$ cat config.mk
export PLATFORM = sky130hd
export DESIGN_NAME = osz_top
export DESIGN_NICKNAME = d
export VERILOG_FILES = /design/src/rtl/osz_pkg.sv /design/src/rtl/osz_top.sv
export VERILOG_INCLUDE_DIRS = /design/src /design/src/rtl
export SDC_FILE = /design/constraint.sdc
export NUM_CORES = 1
export LEC_CHECK = 0
export BUFFER_PORTS_ARGS = -buffer_cell sky130_fd_sc_hd__buf_2
export CAP_MARGIN = 10
export CORE_MARGIN = 1
export CORE_UTILIZATION = 30
export CTS_CLUSTER_SIZE = 28
export DETAILED_ROUTE_END_ITERATION = 10
export PLACE_DENSITY = 0.55
export SETUP_SLACK_MARGIN = 0.3
export SLEW_MARGIN = 20
export SYNTH_ARGS = -nofsm -noshare
export SYNTH_HDL_FRONTEND = slang
export SYNTH_SLANG_ARGS = --single-unit
$ cat constraint.sdc
create_clock -name ref_clk -period 3.6 [get_ports ref_clk]
set_input_delay 0.18 -clock ref_clk [delete_from_list [all_inputs] [get_ports ref_clk]]
set_output_delay 0.18 -clock ref_clk [all_outputs]
set_load 0.005 [all_outputs]
$ cat src/rtl/osz_defs.svh
/*
 * Offsets, field positions, reset values and key codes of the
 * execute-only zone option block.
 * Assumes a Wishbone slave with 32-bit words, one option byte per word.
 */
`ifndef OSZ_DEFS_SVH
`define OSZ_DEFS_SVH

// Word indices of the option bytes and the status register; byte address is four times the index
`define OSZ_KEY_LO_IDX      30'h1ffff780
`define OSZ_KEY_LO_INV_IDX  30'h1ffff781
`define OSZ_KEY_HI_IDX      30'h1ffff782
`define OSZ_KEY_HI_INV_IDX  30'h1ffff783
`define OSZ_DBG_LO_IDX      30'h1ffff788
`define OSZ_DBG_LO_INV_IDX  30'h1ffff789
`define OSZ_DBG_HI_IDX      30'h1ffff78a
`define OSZ_DBG_HI_INV_IDX  30'h1ffff78b
`define OSZ_MASK0_IDX       30'h1ffff78c
`define OSZ_STAT_IDX        30'h1ffff7a0

// Option window: upper index bits, last slot, unmapped gap
`define OSZ_WIN_HI          25'h0ffffbc
`define OSZ_SLOT_LAST       5'h1b
`define OSZ_GAP_LO          5'h04
`define OSZ_GAP_HI          5'h07
`define OSZ_SLOTS           28
`define OSZ_MASK_BYTES      8

// Values
`define OSZ_ERASED          8'hff
`define OSZ_ZONE_KEY        16'h0914
`define OSZ_DBG_KEY         16'h2021

// Status register fields
`define OSZ_ST_ZONE         0
`define OSZ_ST_SWD_OFF      1
`define OSZ_ST_ZONE_BAD     2
`define OSZ_ST_DBG_BAD      3
`define OSZ_ST_REFUSED      4

`endif

$ cat src/rtl/osz_pkg.sv
/*
 * Types shared by the execute-only zone option block.
 * Assumes osz_defs.svh supplies the numeric constants.
 */
package osz_pkg;
   typedef logic [7:0]  osz_byte_t;
   typedef logic [63:0] osz_mask_t;
   typedef enum logic {OSZ_LOAD, OSZ_RUN} osz_phase_e;
endpackage

$ cat src/rtl/osz_top.sv
/*
 * Execute-only flash zone option block: one-time option bytes behind a
 * Wishbone slave, reload with complement checks, fetch-only policing.
 * Assumes flash access requests come from logic on ref_clk, por_n only
 * at power-up, and rst_n as the system reset that reloads options.
 */
// Function
// - Mask bit n governs flash page n, for pages 0 to 63.
// - A zero mask bit puts its page in the execute-only zone.
// - A one mask bit leaves its page unrestricted.
// - Zone pages allow only processor instruction fetches.
// - Any other read of a zone page requests a main-area mass erase.
// - Zone settings apply only when the assembled commit key is 0914.
// - Every option byte pairs with its inverse; pairs checked at reload.
// - A pair reading all ones on both bytes skips the check.
// - Debug lockout key 2021 disables the serial wire debug port.
// - Option changes act only after a system reset reload.
// - An option byte is writable only while still all ones; no erase.
`timescale 1ns/100ps
`include "osz_defs.svh"

module osz_top (
   input  wire logic        ref_clk,
   input  wire logic        rst_n,
   input  wire logic        por_n,
   input  wire logic        wb_cyc_i,
   input  wire logic        wb_stb_i,
   input  wire logic        wb_we_i,
   input  wire logic [31:0] wb_adr_i,
   input  wire logic [31:0] wb_dat_i,
   input  wire logic [3:0]  wb_sel_i,
   output logic      [31:0] wb_dat_o,
   output logic             wb_ack_o,
   input  wire logic        acc_valid,
   input  wire logic [5:0]  acc_page,
   input  wire logic        acc_read,
   input  wire logic        acc_fetch,
   input  wire logic        acc_cpu,
   output logic             acc_grant,
   output logic             acc_deny,
   output logic             mass_erase,
   output logic             swd_disable,
   output logic             zone_active
);

   osz_pkg::osz_byte_t  otp [0:`OSZ_SLOTS-1];
   osz_pkg::osz_phase_e phase;
   osz_pkg::osz_mask_t  mask_act;
   logic                zone_bad;
   logic                dbg_bad;
   logic                refused;
   logic [29:0]         widx;
   logic                req;
   logic                otp_hit;
   logic [4:0]          slot;
   logic                wr_otp;
   logic                wr_ok;
   logic                next_zone_en;
   logic                next_swd_off;
   logic                next_zone_bad;
   logic                next_dbg_bad;
   osz_pkg::osz_mask_t  next_mask;
   logic                in_zone;

   // Slot of an option byte index inside the option window
   function automatic logic [4:0] slot_of(input logic [29:0] idx);
      return idx[4:0];
   endfunction

   // Pair is good when complementary, or when both still erased
   function automatic logic pair_ok(input osz_pkg::osz_byte_t b,
                                    input osz_pkg::osz_byte_t nb);
      return (b == ~nb) || (b == `OSZ_ERASED && nb == `OSZ_ERASED);
   endfunction

   // Bus decode
   assign widx    = wb_adr_i[31:2];
   assign req     = wb_cyc_i && wb_stb_i && !wb_ack_o;
   assign slot    = widx[4:0];
   assign otp_hit = (widx[29:5] == `OSZ_WIN_HI) && (slot <= `OSZ_SLOT_LAST)
                    && !(slot >= `OSZ_GAP_LO && slot <= `OSZ_GAP_HI);
   assign wr_otp  = req && wb_we_i && wb_sel_i[0] && otp_hit;
   assign wr_ok   = wr_otp && (otp[slot] == `OSZ_ERASED);

   // One-time storage: survives system reset, bits only programmed once
   always_ff @(posedge ref_clk or negedge por_n) begin
      if (!por_n) begin
         for (int i = 0; i < `OSZ_SLOTS; i++) begin
            otp[i] <= `OSZ_ERASED;
         end
      end else if (wr_ok) begin
         otp[slot] <= wb_dat_i[7:0];
      end
   end

   // Wishbone answer one cycle after the request; reads of options give zero
   always_ff @(posedge ref_clk or negedge rst_n) begin
      if (!rst_n) begin
         wb_ack_o <= 1'b0;
         wb_dat_o <= 32'h0000_0000;
      end else begin
         wb_ack_o <= req;
         wb_dat_o <= 32'h0000_0000;
         if (req && !wb_we_i && widx == `OSZ_STAT_IDX) begin
            wb_dat_o[`OSZ_ST_ZONE]    <= zone_active;
            wb_dat_o[`OSZ_ST_SWD_OFF] <= swd_disable;
            wb_dat_o[`OSZ_ST_ZONE_BAD]<= zone_bad;
            wb_dat_o[`OSZ_ST_DBG_BAD] <= dbg_bad;
            wb_dat_o[`OSZ_ST_REFUSED] <= refused;
         end
      end
   end

   // Sticky flag of refused option writes; a new refusal beats the clear
   always_ff @(posedge ref_clk or negedge rst_n) begin
      if (!rst_n) begin
         refused <= 1'b0;
      end else if (wr_otp && !wr_ok) begin
         refused <= 1'b1;
      end else if (req && wb_we_i && wb_sel_i[0] && widx == `OSZ_STAT_IDX
                   && wb_dat_i[`OSZ_ST_REFUSED]) begin
         refused <= 1'b0;
      end
   end

   // Settings that the reload would produce from the stored bytes
   always_comb begin
      logic [15:0] zkey;
      logic [15:0] dkey;
      logic        mask_ok;
      zkey    = {otp[slot_of(`OSZ_KEY_HI_IDX)], otp[slot_of(`OSZ_KEY_LO_IDX)]};
      dkey    = {otp[slot_of(`OSZ_DBG_HI_IDX)], otp[slot_of(`OSZ_DBG_LO_IDX)]};
      mask_ok = 1'b1;
      next_mask = '1;
      for (int i = 0; i < `OSZ_MASK_BYTES; i++) begin
         next_mask[i*8 +: 8] = otp[slot_of(`OSZ_MASK0_IDX) + 5'(2*i)];
         mask_ok = mask_ok && pair_ok(otp[slot_of(`OSZ_MASK0_IDX) + 5'(2*i)],
                                      otp[slot_of(`OSZ_MASK0_IDX) + 5'(2*i+1)]);
      end
      next_zone_bad = !mask_ok
         || !pair_ok(otp[slot_of(`OSZ_KEY_LO_IDX)], otp[slot_of(`OSZ_KEY_LO_INV_IDX)])
         || !pair_ok(otp[slot_of(`OSZ_KEY_HI_IDX)], otp[slot_of(`OSZ_KEY_HI_INV_IDX)]);
      next_dbg_bad =
            !pair_ok(otp[slot_of(`OSZ_DBG_LO_IDX)], otp[slot_of(`OSZ_DBG_LO_INV_IDX)])
         || !pair_ok(otp[slot_of(`OSZ_DBG_HI_IDX)], otp[slot_of(`OSZ_DBG_HI_INV_IDX)]);
      next_zone_en = (zkey == `OSZ_ZONE_KEY) && !next_zone_bad;
      next_swd_off = (dkey == `OSZ_DBG_KEY) && !next_dbg_bad;
   end

   // Reload once after system reset, then hold the active settings
   always_ff @(posedge ref_clk or negedge rst_n) begin
      if (!rst_n) begin
         phase       <= osz_pkg::OSZ_LOAD;
         mask_act    <= '1;
         zone_active <= 1'b0;
         swd_disable <= 1'b0;
         zone_bad    <= 1'b0;
         dbg_bad     <= 1'b0;
      end else if (phase == osz_pkg::OSZ_LOAD) begin
         phase       <= osz_pkg::OSZ_RUN;
         mask_act    <= next_zone_en ? next_mask : '1;
         zone_active <= next_zone_en;
         swd_disable <= next_swd_off;
         zone_bad    <= next_zone_bad;
         dbg_bad     <= next_dbg_bad;
      end
   end

   // Page is protected when the zone is live and its mask bit is zero
   assign in_zone = zone_active && !mask_act[acc_page];

   // Access policing: fetch from the core only; other reads erase
   always_ff @(posedge ref_clk or negedge rst_n) begin
      if (!rst_n) begin
         acc_grant  <= 1'b0;
         acc_deny   <= 1'b0;
         mass_erase <= 1'b0;
      end else begin
         acc_grant  <= acc_valid && phase == osz_pkg::OSZ_RUN
                       && (!in_zone || (acc_fetch && acc_cpu));
         acc_deny   <= acc_valid && (phase != osz_pkg::OSZ_RUN
                       || (in_zone && !(acc_fetch && acc_cpu)));
         mass_erase <= acc_valid && phase == osz_pkg::OSZ_RUN && in_zone
                       && acc_read && !(acc_fetch && acc_cpu);
      end
   end

   // Checks
   property p_erase;
      @(posedge ref_clk) disable iff (!rst_n)
      acc_valid && phase == osz_pkg::OSZ_RUN && zone_active && !mask_act[acc_page]
      && acc_read && !acc_fetch |=> mass_erase && acc_deny && !acc_grant;
   endproperty
   a_erase: assert property (p_erase) else $error("zone read without erase");

   property p_fetch;
      @(posedge ref_clk) disable iff (!rst_n)
      acc_valid && phase == osz_pkg::OSZ_RUN && acc_fetch && acc_cpu
      |=> acc_grant && !mass_erase;
   endproperty
   a_fetch: assert property (p_fetch) else $error("core fetch refused");

   property p_outside;
      @(posedge ref_clk) disable iff (!rst_n)
      acc_valid && phase == osz_pkg::OSZ_RUN && mask_act[acc_page] |=> acc_grant;
   endproperty
   a_outside: assert property (p_outside) else $error("open page refused");

   property p_zone_write;
      @(posedge ref_clk) disable iff (!rst_n)
      acc_valid && phase == osz_pkg::OSZ_RUN && zone_active && !mask_act[acc_page]
      && !acc_read && !acc_fetch |=> acc_deny && !mass_erase;
   endproperty
   a_zone_write: assert property (p_zone_write) else $error("zone write passed");

   property p_key;
      @(posedge ref_clk) disable iff (!rst_n)
      phase == osz_pkg::OSZ_LOAD && {otp[slot_of(`OSZ_KEY_HI_IDX)],
      otp[slot_of(`OSZ_KEY_LO_IDX)]} != `OSZ_ZONE_KEY |=> !zone_active && mask_act == '1;
   endproperty
   a_key: assert property (p_key) else $error("zone live without key");

   property p_swd;
      @(posedge ref_clk) disable iff (!rst_n)
      phase == osz_pkg::OSZ_LOAD && {otp[slot_of(`OSZ_DBG_HI_IDX)],
      otp[slot_of(`OSZ_DBG_LO_IDX)]} == `OSZ_DBG_KEY && !next_dbg_bad
      |=> swd_disable [*4];
   endproperty
   a_swd: assert property (p_swd) else $error("debug not locked");

   property p_bad_pair;
      @(posedge ref_clk) disable iff (!rst_n)
      phase == osz_pkg::OSZ_LOAD && otp[slot_of(`OSZ_KEY_LO_IDX)] != `OSZ_ERASED
      && otp[slot_of(`OSZ_KEY_LO_IDX)] != ~otp[slot_of(`OSZ_KEY_LO_INV_IDX)]
      |=> zone_bad && !zone_active;
   endproperty
   a_bad_pair: assert property (p_bad_pair) else $error("bad pair accepted");

   property p_erased_skip;
      @(posedge ref_clk) disable iff (!rst_n)
      phase == osz_pkg::OSZ_LOAD && otp[slot_of(`OSZ_DBG_LO_IDX)] == `OSZ_ERASED
      && otp[slot_of(`OSZ_DBG_LO_INV_IDX)] == `OSZ_ERASED
      && otp[slot_of(`OSZ_DBG_HI_IDX)] == `OSZ_ERASED
      && otp[slot_of(`OSZ_DBG_HI_INV_IDX)] == `OSZ_ERASED |=> !dbg_bad;
   endproperty
   a_erased_skip: assert property (p_erased_skip) else $error("erased pair flagged");

   property p_hold;
      @(posedge ref_clk) disable iff (!rst_n)
      phase == osz_pkg::OSZ_RUN |=> $stable(zone_active) && $stable(mask_act)
                                    && $stable(swd_disable);
   endproperty
   a_hold: assert property (p_hold) else $error("settings moved without reset");

   // Refused flag is cleared by system reset, so both resets gate this check
   property p_once;
      @(posedge ref_clk) disable iff (!por_n || !rst_n)
      wr_otp && otp[slot] != `OSZ_ERASED |=> otp[$past(slot)] == $past(otp[slot]) && refused;
   endproperty
   a_once: assert property (p_once) else $error("programmed byte rewritten");

   // An accepted option write leaves the live protection untouched
   property p_wr_quiet;
      @(posedge ref_clk) disable iff (!rst_n)
      wr_ok && phase == osz_pkg::OSZ_RUN |=> $stable(zone_active) && $stable(mask_act)
                                          && $stable(swd_disable);
   endproperty
   a_wr_quiet: assert property (p_wr_quiet) else $error("write took effect");

   // A failed zone pair keeps the zone off and every page open
   property p_bad_off;
      @(posedge ref_clk) disable iff (!rst_n)
      zone_bad |-> !zone_active && mask_act == '1;
   endproperty
   a_bad_off: assert property (p_bad_off) else $error("bad zone still live");

   // Nothing is granted before the reload has produced settings
   property p_load_deny;
      @(posedge ref_clk) disable iff (!rst_n)
      acc_valid && phase == osz_pkg::OSZ_LOAD |=> acc_deny && !acc_grant && !mass_erase;
   endproperty
   a_load_deny: assert property (p_load_deny) else $error("access during reload");

   // Every request gets exactly one of grant or deny
   property p_one_answer;
      @(posedge ref_clk) disable iff (!rst_n)
      acc_valid |=> acc_grant ^ acc_deny;
   endproperty
   a_one_answer: assert property (p_one_answer) else $error("access answer unclear");

   // Mask byte zero lands on pages 0 to 7 in order when the zone commits
   property p_mask_map;
      @(posedge ref_clk) disable iff (!rst_n)
      phase == osz_pkg::OSZ_LOAD && next_zone_en
      |=> mask_act[7:0] == $past(otp[slot_of(`OSZ_MASK0_IDX)]);
   endproperty
   a_mask_map: assert property (p_mask_map) else $error("mask byte misplaced");

   c_erase: cover property (@(posedge ref_clk) disable iff (!rst_n) mass_erase);
   c_lock:  cover property (@(posedge ref_clk) disable iff (!rst_n) swd_disable);
   c_zone:  cover property (@(posedge ref_clk) disable iff (!rst_n)
                            zone_active && acc_grant);
   c_refuse: cover property (@(posedge ref_clk) disable iff (!rst_n) refused);
   c_commit: cover property (@(posedge ref_clk) disable iff (!rst_n) $rose(zone_active));

endmodule

==> reports/qor.yml <==
status:
  status: "finished, final reports clean"
setup_path:
  reg2reg_to: "otp[19]"
  cp_slowest_stage_delay_ns: 0.75
  ff2ff_setup_slack_ns: 0.53
  critical_path_peak_fanout: 9
  cp-end-kind: "flip-flop"
  cp.arrival_ns: 3.51
  r2r_start: "otp[154]"
  path_class: "flip-flop to flip-flop"
  path_cells: "mux2i_1, a221oi_1, o21ai_0, nand4_2, nand4_4, nor3_2, mux2_2"
  worstPathRequired_ns: 4.04
  cp_slowest_cell: "nor3_2"
  reg2reg_depth: 7
  worstSetupStartpointType: "flip-flop"
clocking:
  clk_latency_ns: 0.53
  clk_pin_slew_ns: 0.06
  cts_sinks: 303
  clockBufferDepth: 3
  tritoncts: "yes"
  cts-root-buf: "clkbuf_16"
  post-cts-setup-buffer-count: 0
  h-tree-depth: 2
  cts_buffers: 35
logic_synthesis:
  synth_mux_area_share_pct: 24.1
  synth_top_area_share_pct: 47.2
  synth_cells: 1196
  syn_avg_cell_area_um2: 13.4
  yosys_most_used_dff: "dfstp_2"
  synth_async_sr_flop_share_pct: 100
  synth_area_um2: 16000
  synth_edf_count: 0
  synthTopCellsByArea: "dfstp_2 47%, mux2_2 13%, mux4_2 6.9%"
  synthAdderAreaFrac_pct: 0
  yosys-top-cells-count: "288 x dfstp_2, 189 x mux2_2, 96 x xnor2_1"
  synth_xor_xnor_area_share_pct: 5.25
  ys_warn_count: 0
  synth-compound-area-share_pct: 5.91
  synthSimpleGateAreaFrac_pct: 10.7
  yosys.area.top_type: "dfstp_2"
  synth_cell_types: 52
  ys_seq_area_share_pct: 49.6
  yosysMostFrequentCell: "dfstp_2"
  synth_top_family_by_area: "multiplexers"
  ys_ff_latch: 303
global_routing:
  grt_pass1_wl_um: 66300
  antenna_found_initial: 3
  grtUsageTotal_pct: 16.0
  grt_overflow: 0
  grt_max_degree: 103
  grt_pass1_vias: 10500
routing:
  routed_wl_um: 42800
  drc: 0
  drt_first_iter_violations: 584
  vias: 10300
  wl_per_cell_um: 21.8
  drt_pass1_iterations: 5
  vias_per_cell: 5.27
  final_antenna_net_count: 0
floorplanning:
  fp.dieW_um: 233
  core_area_um2: 52700
  ios: 122
  dieArea_um2: 54300
  initial_core_util_pct: 30.4
  std_cell_rows: 84
  fp.dieH_um: 233
placement:
  gp_congestion: 0.923
  place_hpwl_um: 29900
  dpl.cell_count: 1892
  io_buffers: 65
  pre_cts_slack_ns: 0.269
cells_and_area:
  fin_util_pct: 34.8
  fin_nets: 1332
  syn_to_final_growth_pct: 14.4
  final_cells: 1962
  drive_gt1_share_pct: 56.8
sta:
  hold_viol_final: 0
  fmax_mhz: 326
  fin_skew_ns: 0.0162
  rsz0062_at_grt: "no"
  period_needed_ns: 3.07
  setup_ws_ns: 0.531
  setup_viol: 0
  period_share_pct: 85.3
  fin_tns_setup_ns: 0
  maxSlewViolCount: 0
  worstMarginPinSlew_ns: 1.03
  slew_headroom_pct: 31.7
power:
  peakVddDrop_v: 0.000266
  p_per_area_nw_per_um2: 423
  power_mw: 7.75
  leakagePower_nw: 6.62
run:
  drv_cap: 0
min_path:
  hp-start: "wb_adr_i[7]"
  hold_path_end: "refused"
  hold_class: "input pin to flip-flop"
  worstHoldPathCells: 4
## critical path: cells and delay by family (launching register included)
family | cells | cell delay (ns)
AO/OA/AOI/OAI | 2 | 0.66
multiplexers | 2 | 0.53
AND/OR/NAND/NOR | 3 | 1.22
flip-flops | 1 | 0.59
## worst max path at each step
stage           startpoint          to  slack, ns  cells past startpoint
6_report          otp[154]     otp[19]       0.53                      7
5_1_grt           otp[154]     otp[19]       0.41                      7
4_1_cts           otp[154]     otp[19]       0.53                      7
3_5_place_dp   wb_adr_i[2]     otp[20]       0.27                      9
3_3_place_gp   wb_adr_i[2]     otp[16]       0.30                      9
2_1_floorplan  acc_page[0]  mass_erase       0.68                      8
## placed cells by master (no fill, tap or decap), drive strengths merged, types with 7 or more instances in the layout
cell type	Yosys	routed
a21oi	19	19
a22oi	18	18
and2	8	8
and3	7	7
buf	54	105
bufinv	0	7
clkbuf	70	47
clkinv	1	8
conb	2	28
dfrtp	15	15
dfstp	288	288
dlygate4sd3	0	7
mux2	193	193
mux2i	58	58
mux4	49	49
nand2	23	23
nand3	21	21
nand4	65	65
nor2	16	16
nor2b	7	7
nor3	19	19
nor4	64	64
o22a	64	64
xnor2	96	96
## registers in the layout (all words and copies together) (netlist names), 5 cells and up
register and count:
otp 160, mask_act 64, next_mask 64, wb_dat_o 5
## per-layer routing
metal	GRT usage (%)	routed length [µm]	vias to the layer above
li1	-	-	4596
met5	0	12	-
met3	2.92	2140	78
met2	25.3	19800	285
met1	22.2	19600	5373
met4	4.98	1230	2
## through the flow
step	cell area, µm²	hold slack [ns]
2_1_floorplan	16100	-0.116
3_3_place_gp	17000	0.356
3_5_place_dp	17000	0.357
4_1_cts	18300	0.00768
5_1_grt	18300	0.0560
6_report	18300	0.0219
## cells by family after synthesis
family,Yosys count
buf+inv,126
flops,303
compound gates,122
xor+xnor,96
mux,300
other cells,2
simple gates,247
## power breakdown
part | switching, mW | internal [mW]
clock network | 1.43 | 2.52
registers | 0.00261 | 3.43
logic | 0.275 | 0.100
## final cells by class
class	instances	area [µm²]
clock inverter	16	265
sequential	303	7940
fill	5120	34300
multi-input combinational	793	7470
tap	688	861
timing repair buffer	113	742
inverter	2	7.51
antenna	1	2.50
clock buffer	46	1030
## timing repair
action                     4_1_cts  5_1_grt
setup endpoints to repair        0        0
hold endpoints to repair        15        0
gates resized for setup          0        0
hold buffers                     7        0
(Power assumes the default switching activity.)
